==> src/rtl/pgdm_pkg.sv <==
/*
 Constants for the position gear / droop monitor: register map, field
 positions, reset values and timing. Assumes a 25 MHz control clock.
*/
package pgdm_pkg;
	// --------------------------------------------------------------
	// register map (byte addresses)
	// --------------------------------------------------------------
	localparam logic [7:0] GEAR_NUM_ADDR = 8'h00;
	localparam logic [7:0] GEAR_DEN_ADDR = 8'h04;
	localparam logic [7:0] SMOOTH_ADDR = 8'h08;
	localparam logic [7:0] INPOS_ADDR = 8'h0C;
	localparam logic [7:0] EXCESS_ADDR = 8'h10;
	localparam logic [7:0] CTRL_ADDR = 8'h14;
	localparam logic [7:0] STATUS_ADDR = 8'h18;
	localparam logic [7:0] DROOP_ADDR = 8'h1C;
	localparam logic [7:0] INT_STAT_ADDR = 8'h20;
	localparam logic [7:0] INT_EN_ADDR = 8'h24;
	localparam logic [7:0] INT_CLR_ADDR = 8'h28;
	// --------------------------------------------------------------
	// fields and reset values
	// --------------------------------------------------------------
	localparam int CTRL_CLR_MODE_BIT = 0;
	localparam int CTRL_FAULT_CLR_BIT = 1;
	localparam int CTRL_CODE_LSB = 8;
	localparam int ST_INPOS_BIT = 0;
	localparam int ST_FAULT_BIT = 1;
	localparam logic [14:0] GEAR_NUM_RST = 15'h0001;
	localparam logic [14:0] GEAR_DEN_RST = 15'h0001;
	localparam logic [15:0] SMOOTH_RST = 16'h0000;
	localparam logic [15:0] SMOOTH_MAX_MS = 16'hC350;
	localparam logic [14:0] INPOS_RST = 15'h0064;
	localparam logic [19:0] EXCESS_RST = 20'h09C40;
	localparam logic [19:0] EXCESS_OFF = 20'h0270F;
	localparam logic [7:0] CODE_INPOS_HI = 8'h24;
	localparam logic [7:0] CODE_INPOS_LO = 8'h88;
	localparam logic [31:0] REVS_PER_MIN_DIV = 32'h0000003C;
	localparam logic [1:0] RESP_OKAY = 2'h0;
	localparam logic [1:0] RESP_SLVERR = 2'h2;
	// --------------------------------------------------------------
	// timing
	// --------------------------------------------------------------
	localparam int CLK_HZ = 25000000;
	localparam int SMOOTH_TICK_US = 1000;
	localparam int SMOOTH_TICK_CYC = CLK_HZ / 1000000 * SMOOTH_TICK_US;
endpackage : pgdm_pkg

==> src/rtl/pgdm_top.sv <==
/*
 Position gear / droop monitor: electronic gear with remainder carry,
 optional command smoothing, x4 quadrature feedback, deviation counter,
 in-position flag, error-excess fault, AXI4-Lite registers and irq.
 Assumes all pulse, encoder and clear inputs are synchronous to aclk.
*/
// Added by the designer: the AXI4-Lite interface to the registers and the register offsets.
// Notes on behaviour
// - command pulses scaled by numerator over denominator
// - scaled command rate matches x4 feedback rate
// - feedback counted on every quadrature edge
// - smoothing time 0..50 s, zero bypasses
// - droop counts command minus feedback pulses
// - in-position while droop below width
// - terminal code 36 high, 136 low
// - droop above level raises fault, stops
// - level 9999 disables the excess fault
// - clear mode 0 clears on rising edge
`timescale 1ns/1ps
module pgdm_top import pgdm_pkg::*; #(
	parameter int TICK_CYC = SMOOTH_TICK_CYC
) (
	input wire logic aclk, // control clock
	input wire logic aresetn, // sync reset, active low
	input wire logic cmd_pulse, // command pulse train
	input wire logic cmd_dir, // 1 = reverse
	input wire logic enc_a, // encoder phase a
	input wire logic enc_b, // encoder phase b
	input wire logic deviation_clear_input, // droop clear
	output logic in_position_flag, // terminal output
	output logic position_error_excess_fault, // fault, stops drive
	output logic irq, // level interrupt
	input wire logic [7:0] s_axi_awaddr, // write address
	input wire logic s_axi_awvalid, // write address valid
	output logic s_axi_awready, // write address ready
	input wire logic [31:0] s_axi_wdata, // write data
	input wire logic [3:0] s_axi_wstrb, // byte strobes
	input wire logic s_axi_wvalid, // write data valid
	output logic s_axi_wready, // write data ready
	output logic [1:0] s_axi_bresp, // write response
	output logic s_axi_bvalid, // write response valid
	input wire logic s_axi_bready, // write response ready
	input wire logic [7:0] s_axi_araddr, // read address
	input wire logic s_axi_arvalid, // read address valid
	output logic s_axi_arready, // read address ready
	output logic [31:0] s_axi_rdata, // read data
	output logic [1:0] s_axi_rresp, // read response
	output logic s_axi_rvalid, // read valid
	input wire logic s_axi_rready // read ready
);
	// --------------------------------------------------------------
	// registers
	// --------------------------------------------------------------
	logic [14:0] num_reg, den_reg, inpos_w_reg;
	logic [15:0] smooth_reg;
	logic [19:0] excess_reg;
	logic clr_mode_reg;
	logic [7:0] code_reg;
	logic [1:0] int_stat_reg, int_en_reg;
	logic signed [31:0] acc_reg, backlog_reg, frac_reg, droop_reg;
	logic [31:0] tick_reg;
	logic cmd_d_reg, clr_d_reg, a_d_reg, b_d_reg, inpos_reg;
	logic [7:0] awaddr_reg, araddr_reg;
	logic aw_have_reg, w_have_reg;
	logic [31:0] wdata_reg;
	logic [3:0] wstrb_reg;

	// --------------------------------------------------------------
	// electronic gear
	// --------------------------------------------------------------
	logic cmd_edge, tick;
	logic signed [1:0] gear_step, cmd_step, fb_step;
	logic signed [31:0] num_s, den_s, add_s, abs_droop, smooth_s;
	assign cmd_edge = cmd_pulse & ~cmd_d_reg;
	assign num_s = {17'h00000, num_reg};
	assign den_s = {17'h00000, den_reg};
	assign smooth_s = {16'h0000, smooth_reg};
	assign add_s = !cmd_edge ? 32'sh0 : (cmd_dir ? -num_s : num_s);

	always_comb begin
		gear_step = 2'sd0;
		if (den_reg != 15'h0000 && acc_reg >= den_s) begin
			gear_step = 2'sd1;
		end else if (den_reg != 15'h0000 && acc_reg <= -den_s) begin
			gear_step = -2'sd1;
		end
	end

	always_ff @(posedge aclk) begin
		if (!aresetn) begin
			acc_reg <= 32'sh0;
			cmd_d_reg <= 1'b0;
		end else begin
			cmd_d_reg <= cmd_pulse;
			acc_reg <= acc_reg + add_s - 32'(gear_step) * den_s;
		end
	end

	// --------------------------------------------------------------
	// command smoothing, first-order lag in 1 ms steps
	// --------------------------------------------------------------
	assign tick = tick_reg == 32'(TICK_CYC - 1);
	always_comb begin
		cmd_step = 2'sd0;
		if (smooth_reg == 16'h0000) begin
			cmd_step = gear_step;
		end else if (frac_reg >= smooth_s && backlog_reg > 32'sh0) begin
			cmd_step = 2'sd1;
		end else if (frac_reg <= -smooth_s && backlog_reg < 32'sh0) begin
			cmd_step = -2'sd1;
		end
	end

	always_ff @(posedge aclk) begin
		if (!aresetn || smooth_reg == 16'h0000) begin
			tick_reg <= 32'h0;
			backlog_reg <= 32'sh0;
			frac_reg <= 32'sh0;
		end else begin
			tick_reg <= tick ? 32'h0 : tick_reg + 32'h1;
			backlog_reg <= backlog_reg + 32'(gear_step) - 32'(cmd_step);
			frac_reg <= frac_reg + (tick ? backlog_reg : 32'sh0) - 32'(cmd_step) * smooth_s;
		end
	end

	// --------------------------------------------------------------
	// x4 quadrature feedback and deviation counter
	// --------------------------------------------------------------
	always_comb begin
		fb_step = 2'sd0;
		if ((enc_a ^ a_d_reg) && !(enc_b ^ b_d_reg)) begin
			fb_step = (enc_a ^ enc_b) ? 2'sd1 : -2'sd1;
		end else if ((enc_b ^ b_d_reg) && !(enc_a ^ a_d_reg)) begin
			fb_step = (enc_a ^ enc_b) ? -2'sd1 : 2'sd1;
		end
	end

	logic clr_now;
	assign clr_now = clr_mode_reg ? deviation_clear_input
		: (deviation_clear_input & ~clr_d_reg);
	assign abs_droop = droop_reg[31] ? -droop_reg : droop_reg;

	always_ff @(posedge aclk) begin
		if (!aresetn) begin
			droop_reg <= 32'sh0;
			a_d_reg <= 1'b0;
			b_d_reg <= 1'b0;
			clr_d_reg <= 1'b0;
		end else begin
			a_d_reg <= enc_a;
			b_d_reg <= enc_b;
			clr_d_reg <= deviation_clear_input;
			if (clr_now) begin
				droop_reg <= 32'sh0;
			end else begin
				droop_reg <= droop_reg + 32'(cmd_step) - 32'(fb_step);
			end
		end
	end

	// --------------------------------------------------------------
	// in-position, terminal and fault
	// --------------------------------------------------------------
	logic fault_set, fault_clr;
	assign fault_set = excess_reg != EXCESS_OFF && abs_droop > {12'h000, excess_reg};

	always_ff @(posedge aclk) begin
		if (!aresetn) begin
			inpos_reg <= 1'b0;
			in_position_flag <= 1'b0;
			position_error_excess_fault <= 1'b0;
		end else begin
			inpos_reg <= abs_droop < {17'h00000, inpos_w_reg};
			if (code_reg == CODE_INPOS_HI) begin
				in_position_flag <= inpos_reg;
			end else if (code_reg == CODE_INPOS_LO) begin
				in_position_flag <= ~inpos_reg;
			end else begin
				in_position_flag <= 1'b0;
			end
			if (fault_set) begin
				position_error_excess_fault <= 1'b1;
			end else if (fault_clr) begin
				position_error_excess_fault <= 1'b0;
			end
		end
	end

	// --------------------------------------------------------------
	// interrupts: bit0 in-position reached, bit1 excess fault
	// --------------------------------------------------------------
	logic [1:0] ev, int_clr;
	logic inpos_d_reg;
	assign ev = {fault_set, inpos_reg & ~inpos_d_reg};
	always_ff @(posedge aclk) begin
		if (!aresetn) begin
			int_stat_reg <= 2'h0;
			inpos_d_reg <= 1'b0;
			irq <= 1'b0;
		end else begin
			inpos_d_reg <= inpos_reg;
			int_stat_reg <= (int_stat_reg & ~int_clr) | ev;
			irq <= |(int_stat_reg & int_en_reg);
		end
	end

	// --------------------------------------------------------------
	// AXI4-Lite slave
	// --------------------------------------------------------------
	function automatic logic [32:0] rd(input logic [7:0] a);
		unique case (a)
			GEAR_NUM_ADDR: rd = {18'h00000, num_reg};
			GEAR_DEN_ADDR: rd = {18'h00000, den_reg};
			SMOOTH_ADDR: rd = {17'h00000, smooth_reg};
			INPOS_ADDR: rd = {18'h00000, inpos_w_reg};
			EXCESS_ADDR: rd = {13'h0000, excess_reg};
			CTRL_ADDR: rd = {17'h00000, code_reg, 7'h00, clr_mode_reg};
			STATUS_ADDR: rd = {31'h00000000, position_error_excess_fault, inpos_reg};
			DROOP_ADDR: rd = {1'b0, droop_reg};
			INT_STAT_ADDR: rd = {31'h00000000, int_stat_reg};
			INT_EN_ADDR: rd = {31'h00000000, int_en_reg};
			INT_CLR_ADDR: rd = 33'h000000000;
			default: rd = 33'h100000000;
		endcase
	endfunction : rd

	logic do_wr;
	logic [32:0] old;
	logic [31:0] wv, m;
	assign do_wr = aw_have_reg && w_have_reg && !s_axi_bvalid;
	assign old = rd(awaddr_reg);
	assign m = {{8{wstrb_reg[3]}}, {8{wstrb_reg[2]}}, {8{wstrb_reg[1]}}, {8{wstrb_reg[0]}}};
	assign wv = (old[31:0] & ~m) | (wdata_reg & m);
	assign int_clr = (do_wr && awaddr_reg == INT_CLR_ADDR) ? wv[1:0] : 2'h0;
	assign fault_clr = do_wr && awaddr_reg == CTRL_ADDR && wv[CTRL_FAULT_CLR_BIT];

	always_ff @(posedge aclk) begin
		if (!aresetn) begin
			aw_have_reg <= 1'b0;
			w_have_reg <= 1'b0;
			awaddr_reg <= 8'h00;
			wdata_reg <= 32'h0;
			wstrb_reg <= 4'h0;
			s_axi_awready <= 1'b0;
			s_axi_wready <= 1'b0;
			s_axi_bvalid <= 1'b0;
			s_axi_bresp <= RESP_OKAY;
		end else begin
			s_axi_awready <= !aw_have_reg && !(s_axi_awvalid && s_axi_awready);
			s_axi_wready <= !w_have_reg && !(s_axi_wvalid && s_axi_wready);
			if (s_axi_awvalid && s_axi_awready) begin
				aw_have_reg <= 1'b1;
				awaddr_reg <= s_axi_awaddr;
			end
			if (s_axi_wvalid && s_axi_wready) begin
				w_have_reg <= 1'b1;
				wdata_reg <= s_axi_wdata;
				wstrb_reg <= s_axi_wstrb;
			end
			if (do_wr) begin
				s_axi_bvalid <= 1'b1;
				s_axi_bresp <= old[32] ? RESP_SLVERR : RESP_OKAY;
			end else if (s_axi_bvalid && s_axi_bready) begin
				s_axi_bvalid <= 1'b0;
				aw_have_reg <= 1'b0;
				w_have_reg <= 1'b0;
			end
		end
	end

	always_ff @(posedge aclk) begin
		if (!aresetn) begin
			num_reg <= GEAR_NUM_RST;
			den_reg <= GEAR_DEN_RST;
			smooth_reg <= SMOOTH_RST;
			inpos_w_reg <= INPOS_RST;
			excess_reg <= EXCESS_RST;
			clr_mode_reg <= 1'b0;
			code_reg <= CODE_INPOS_HI;
			int_en_reg <= 2'h0;
		end else if (do_wr) begin
			unique case (awaddr_reg)
				GEAR_NUM_ADDR: num_reg <= wv[14:0];
				GEAR_DEN_ADDR: den_reg <= wv[14:0];
				SMOOTH_ADDR: smooth_reg <= wv[15:0] > SMOOTH_MAX_MS ? SMOOTH_MAX_MS : wv[15:0];
				INPOS_ADDR: inpos_w_reg <= wv[14:0];
				EXCESS_ADDR: excess_reg <= wv[19:0];
				CTRL_ADDR: begin
					clr_mode_reg <= wv[CTRL_CLR_MODE_BIT];
					code_reg <= wv[CTRL_CODE_LSB +: 8];
				end
				INT_EN_ADDR: int_en_reg <= wv[1:0];
				default: ;
			endcase
		end
	end

	logic [32:0] rd_now;
	assign rd_now = rd(s_axi_araddr);

	always_ff @(posedge aclk) begin
		if (!aresetn) begin
			s_axi_arready <= 1'b0;
			s_axi_rvalid <= 1'b0;
			s_axi_rdata <= 32'h0;
			s_axi_rresp <= RESP_OKAY;
			araddr_reg <= 8'h00;
		end else begin
			s_axi_arready <= !s_axi_rvalid && !(s_axi_arvalid && s_axi_arready);
			if (s_axi_arvalid && s_axi_arready) begin
				araddr_reg <= s_axi_araddr;
				s_axi_rvalid <= 1'b1;
				s_axi_rdata <= rd_now[31:0];
				s_axi_rresp <= rd_now[32] ? RESP_SLVERR : RESP_OKAY;
			end else if (s_axi_rvalid && s_axi_rready) begin
				s_axi_rvalid <= 1'b0;
			end
		end
	end
endmodule : pgdm_top

==> config.mk <==
export PLATFORM = sky130hd
export DESIGN_NAME = pgdm_top
export DESIGN_NICKNAME = d
export VERILOG_FILES = /design/src/rtl/pgdm_pkg.sv /design/src/rtl/pgdm_top.sv
export SDC_FILE = /design/constraint.sdc
export NUM_CORES = 2
export LEC_CHECK = 0
export ABC_AREA = 1
export BUFFER_PORTS_ARGS = -buffer_cell sky130_fd_sc_hd__buf_2
export CORE_MARGIN = 4
export CORE_UTILIZATION = 55
export DETAILED_ROUTE_END_ITERATION = 12
export PLACE_DENSITY = 0.73
export REMOVE_ABC_BUFFERS = 1
export SLEW_MARGIN = 20
export SYNTH_ARGS = -nofsm -noshare
export SYNTH_HDL_FRONTEND = slang
export SYNTH_SLANG_ARGS = --single-unit
==> constraint.sdc <==
create_clock -name aclk -period 8.6 [get_ports aclk]
set_clock_uncertainty 0.1 [all_clocks]
set_input_delay 0.43 -clock aclk [delete_from_list [all_inputs] [get_ports aclk]]
set_output_delay 0.43 -clock aclk [all_outputs]
set_load 0.03 [all_outputs]
# Word-level counts from Yosys, hierarchy flattened
# Index checks and enable logic that the tools add are counted.
# op_classes
eq_ne,24
reduce_logical,48
bitwise_logic,19
muxes,34
n_mul,2
n_addsub,13
n_lt_le_gt_ge,9
# op_table
operator,count
33-bit case mux with 11 select lines,2
32-bit two-way mux,4
32-bit by 2-bit adder with 32-bit output,2
32-bit adder,2
8-bit by 5-bit equality test with 1-bit output (second input constant),8
32-bit <= comparator,2
15-bit negation with 32-bit output,2
32-bit by 2-bit subtractor with 32-bit output,2
8-bit by 6-bit equality test with 1-bit output (second input constant),7
20-bit AND,2
32-bit by 1-bit adder with 32-bit output (second input constant),1
32-bit by 15-bit equality test with 1-bit output (second input constant),1
8-bit by 4-bit equality test with 1-bit output (second input constant),4
32-bit by 16-bit greater-or-equal comparator with 1-bit output,1
32-bit by 17-bit greater-or-equal comparator with 1-bit output,1
32-bit by 1-bit greater-than comparator with 1-bit output (second input constant),1
32-bit by 20-bit greater-than comparator with 1-bit output,1
32-bit by 1-bit < comparator with 1-bit output (second input constant),1
32-bit by 15-bit < comparator with 1-bit output,1
16-bit negation with 32-bit output,1
32-bit negation,1
32-bit by 18-bit subtractor with 32-bit output,1
32-bit by 19-bit subtractor with 32-bit output,1
2-bit two-way mux,12
other kinds (25),88
# totals
regBits,337
inputBits,64
output_inout_bits,44

# Logic depth before layout (Yosys ltp)
# logic_depth
word_depth,8
depth_mapped,46
mapped_depth_nobuf,45

# Worst setup path after synthesis
# Ideal clock, no wire load.
# synth_timing
path_kind,reg-to-reg
from,register smooth_reg[0]
to,register frac_reg[16]
setup_ns,0.120
setup_slack_ns,0.983
path_stages_with_launch,40
path_buffers,1
arrival_time_ns,7.397
path_cell_list,dfxtp_1 nor3_1 nand3_1 nor2_1 nand2_1 nor4_1 nand2_1 nor3_1 ha_1 inv_1 ha_1 nand2_1 o21ai_0 a21oi_1 nand2_1 nand2_1 nand2_1 nand2_1 (+4 left out) buf_2 nor2_1 ha_1 inv_1 fa_1 inv_1 fa_1 inv_1 ha_1 a21oi_1 inv_1 a21oi_1 o221ai_1 a21oi_1 inv_1 a31oi_1 or2_2 a21oi_1
# synth_via
elab_chain_len,8
# synth_rtl
element,line,text
start: declaration,pgdm_top.sv:55,logic [15:0] smooth_reg;
start signal: assignment,pgdm_top.sv:285,SMOOTH_ADDR: smooth_reg <= wv[15:0] > SMOOTH_MAX_MS ? SMOOTH_MAX_MS : wv[15:0];
16-bit negation with 32-bit output,pgdm_top.sv:109,end else if (frac_reg <= -smooth_s && backlog_reg < 32'sh0) begin
32-bit <= comparator,pgdm_top.sv:109,
1-bit logical AND,pgdm_top.sv:109,
2-bit two-way mux,pgdm_top.sv:109,
2-bit two-way mux,pgdm_top.sv:107,end else if (frac_reg >= smooth_s && backlog_reg > 32'sh0) begin
2-bit two-way mux,pgdm_top.sv:105,if (smooth_reg == 16'h0000) begin
2-bit by 17-bit multiplier with 19-bit output,pgdm_top.sv:122,frac_reg <= frac_reg + (tick ? backlog_reg : 32'sh0) - 32'(cmd_step) * smooth_s;
32-bit by 19-bit subtractor with 32-bit output,pgdm_top.sv:122,
end signal: assignment,pgdm_top.sv:122,
end: declaration,pgdm_top.sv:60,"logic signed [31:0] acc_reg, backlog_reg, frac_reg, droop_reg;"
# Parallel ways exist; a longest one is shown, timed or not.
# A chain may end at the register's enable or synchronous reset.

# Final worst setup path
# layout_timing
from,register den_reg[1]
to,register acc_reg[28]
# layout_via
elab_chain_len,7
# layout_rtl
element,line,text
start: declaration,pgdm_top.sv:54,"logic [14:0] num_reg, den_reg, inpos_w_reg;"
start signal: assignment,pgdm_top.sv:284,GEAR_DEN_ADDR: den_reg <= wv[14:0];
15-bit negation with 32-bit output,pgdm_top.sv:84,end else if (den_reg != 15'h0000 && acc_reg <= -den_s) begin
32-bit <= comparator,pgdm_top.sv:84,
1-bit logical AND,pgdm_top.sv:84,
2-bit two-way mux,pgdm_top.sv:84,
2-bit two-way mux,pgdm_top.sv:82,if (den_reg != 15'h0000 && acc_reg >= den_s) begin
2-bit by 16-bit multiplier with 18-bit output *,pgdm_top.sv:95,acc_reg <= acc_reg + add_s - 32'(gear_step) * den_s;
32-bit by 18-bit subtractor with 32-bit output *,pgdm_top.sv:95,
end signal: assignment,pgdm_top.sv:95,
end: declaration,pgdm_top.sv:60,
# Mark *: on every way between the ends. The rest lies on a longest branch, timed or not.

==> flow_metrics.tcl <==
set metrics [dict create \
    outcome "finished, final reports clean" \
    switching_power_uw 5868 \
    cp-end-kind "register" \
    start_util 0.5568 \
    synth_edf_count 0 \
    busiest_layer "met2" \
    p_int_uw 5570 \
    min_period_over_period 0.9251 \
    cts_num_sinks 335 \
    maxSlewViolCount 0 \
    nNetsFinal 5084 \
    ant_nets 0 \
    max_freq_mhz 125.7 \
    dp_cells 5239 \
    seq_area_frac_synth 0.2182 \
    drive_gt1_frac 0.06783 \
    crit_start "den_reg[1]$_SDFFE_PN0P_" \
    async_reset_ff_frac 0 \
    worstHoldPathType "in2reg" \
    fin_tns_setup_ns 0 \
    pwr-share-comb 0.675 \
    reg2reg_from "den_reg[1]$_SDFFE_PN0P_" \
    rows 86 \
    grt_pass1_wl_mm 143.4 \
    die_x_microns 244.4 \
    numCtsBuffers 43 \
    syn_avg_cell_area_sq_um 6.878 \
    clockBufferDepth 3 \
    rsz0062_at_grt "false" \
    grt_pass1_vias 27431 \
    grt-ovfl-total 0 \
    yosys_warnings 0 \
    dp_hpwl_mm 71.39 \
    wirelength_mm 90.34 \
    clk_pin_slew_ns 0.06 \
    synth_area_sq_mm 0.03074 \
    worst_r2r_path_depth 38 \
    crit_top_cell "nor2_1" \
    grt_util_met2 0.4782 \
    cp_max_fo 15 \
    coreArea_sq_mm 0.05520 \
    p_leak_uw 0.01705 \
    grt_usage 0.2951 \
    crit_type "reg2reg" \
    viasPerCell 5.496 \
    power.density_mw_per_mm2 342.1 \
    dieArea_sq_mm 0.05973 \
    worstMarginPinSlew_ns 1.268 \
    setup_slack_ns 0.6441 \
    worstReg2RegEnd "acc_reg[28]$_SDFF_PN0_" \
    area_delta_synth_final_pct 8.760 \
    crit_buf_inv 6 \
    crit_cells 38 \
    port_buffers 92 \
    clkPwrFrac 0.164 \
    antenna_found_initial 1 \
    final_cell_count_no_fill 5319 \
    htree_levels 2 \
    gp_congestion 0.9787 \
    slew_headroom 0.1329 \
    slowest_delay_ns 0.53 \
    num_vias 29233 \
    num_io_pins 108 \
    drtIter0Drc 2582 \
    endpoint "acc_reg[28]$_SDFF_PN0_" \
    pre_cts_ws_ns 0.4216 \
    detail_route.wl_per_cell_microns 16.98 \
    synth_cell_types 60 \
    period_needed_ns 7.956 \
    worstPathRequired_ns 8.96 \
    firstDrtPassIters 6 \
    die_h_microns 244.4 \
    nFillCells 5306 \
    critPathArrivalTime_ns 8.32 \
    cts_tree "yes" \
    grtUsageMet1 0.4001 \
    synthFlopType "dfxtp_1" \
    drc 0 \
    path_delay_family "simple AND/OR/NAND/NOR gates" \
    totalPowerFinal_uw 11440 \
    p_sw_frac 0.5130 \
    pwr-share-seq 0.160 \
    final_util 0.6056 \
    cp-start-kind "register" \
    worstSkewPairLatency_ns 0.59 \
    peakVddDrop_mv 0.2593 \
    setup_viol 0 \
    max-cap-violations 0 \
    grt_max_degree 99 \
    use_met3 0.03838 \
    synthCells 4469 \
    hold_viol 0 \
    reg2reg_slack_ns 0.64 \
    clock-root-buffer "clkbuf_16" \
    ys_seq_elements 335 \
    cp_slowest_cell "fa_1" \
]
==> per-layer routing <==
layer  vias up  share of wire
li1      14607              -
met1     13350           0.44
met2      1070           0.45
met3       206          0.076
met4         0          0.041
met5         -              0
==> worst min-delay path by stage <==
stage	from	endpoint	slack, ns	cells after the start
2_1_floorplan	inpos_d_reg$_SDFF_PN0_	int_stat_reg[0]$_SDFF_PN0_	0.31	1
3_3_place_gp	inpos_d_reg$_SDFF_PN0_	int_stat_reg[0]$_SDFF_PN0_	0.32	1
3_5_place_dp	inpos_d_reg$_SDFF_PN0_	int_stat_reg[0]$_SDFF_PN0_	0.32	1
4_1_cts	s_axi_wdata[15]	wdata_reg[15]$_SDFFE_PN0P_	0.002	3
5_1_grt	s_axi_awaddr[0]	awaddr_reg[0]$_SDFFE_PN0P_	0.03	3
6_report	s_axi_awaddr[0]	awaddr_reg[0]$_SDFFE_PN0P_	0.02	3
==> layout make-up <==
type                            count  area, sq um  share of cell area
Antenna cell                        1        2.502          0.00007485
Inverter                          922         3466              0.1037
Tap cell                          748        935.9             0.02800
Multi-Input combinational cell   3120        20180              0.6036
Clock inverter                     11        172.7            0.005165
Sequential cell                   335         6706              0.2006
Clock buffer                       60         1261             0.03773
Timing Repair Buffer              122        708.2             0.02118
==> cells in the mapped netlist, drive strengths merged, types with 8 or more instances <==
master | number | share of area
buf | 31 | 0.0061
nand3 | 167 | 0.029
ha | 323 | 0.13
nand3b | 8 | 0.0020
clkbuf | 62 | 0.0076
o22ai | 50 | 0.010
o221ai | 12 | 0.0034
nor4 | 39 | 0.0081
a31oi | 19 | 0.0039
inv | 910 | 0.11
o21ai | 301 | 0.049
fa | 153 | 0.10
a21o | 22 | 0.0054
or2 | 39 | 0.0079
clkinv | 12 | 0.0015
nand2 | 705 | 0.088
o21a | 25 | 0.0061
xor2 | 77 | 0.022
a21boi | 8 | 0.0022
nand4 | 81 | 0.017
a21oi | 461 | 0.076
a221oi | 8 | 0.0023
xnor2 | 14 | 0.0040
o21bai | 10 | 0.0024
nor2 | 469 | 0.060
nor3 | 90 | 0.016
dfxtp | 335 | 0.22
==> power groups by stage <==
stage          logic, uW  registers (uW)  clock network (uW)
3_5_place_dp        7550            1860                   0
6_report            7730            1830                1880
4_1_cts             7620            1830                1900
2_1_floorplan       5810            1830                   0
5_1_grt             8830            1850                1960
3_3_place_gp        7400            1860                   0
==> worst register-to-register path, delay by kind of cell (launching register included) <==
| family | cells | cell delay [ns] |
|---|---|---|
| adders and majority gates | 5 | 1.87 |
| buffers and inverters | 6 | 0.67 |
| DFF | 1 | 0.36 |
| AOI/OAI and AO/OA | 7 | 1.45 |
| and+or+nand+nor | 20 | 3.38 |
==> metrics by stage <==
step / hold slack (ns) / instance area [sq um]
CTS: 0.001674 / 33410
floorplan: 0.3080 / 30320
global route: 0.02740 / 33430
global placement: 0.3249 / 31900
detailed placement: 0.3211 / 31900
finish: 0.01828 / 33430
==> logic make-up (layout without fill, tap and decap cells) <==
kind of cell / count (synthesis) / count (layout) / share of synthesized area
AOI/OAI and AO/OA: 946 / 946 / 0.1690
xor gates and xnor gates: 91 / 91 / 0.02593
adders and majority gates: 476 / 476 / 0.2311
buffers and inverters: 1015 / 1115 / 0.1263
DFF: 335 / 335 / 0.2182
other: 1 / 3 / 0.0001220
and+or+nand+nor: 1605 / 1605 / 0.2293
==> timing repair <==
action                                 4_1_cts  5_1_grt
hold buffers                                 8        0
resized for setup                            0        3
setup endpoints to repair                    0       15
buffers inserted                             0        0
endpoints found under the hold margin        8        0
==> layout by cell type, fill, tap and decap left out, types with 16 or more instances in the layout <==
cell type	instances
a21o_1	22
a21oi_1	454
a31oi_1	19
buf_2	91
buf_4	23
clkbuf_16	44
dfxtp_1	335
fa_1	153
ha_1	323
inv_1	890
inv_2	18
nand2_1	687
nand2_2	16
nand3_1	156
nand4_1	79
nor2_1	450
nor3_1	84
nor4_1	38
o21a_1	25
o21ai_0	291
o22ai_1	50
or2_2	39
xor2_1	77
Power figures use the tool's default switching activity.
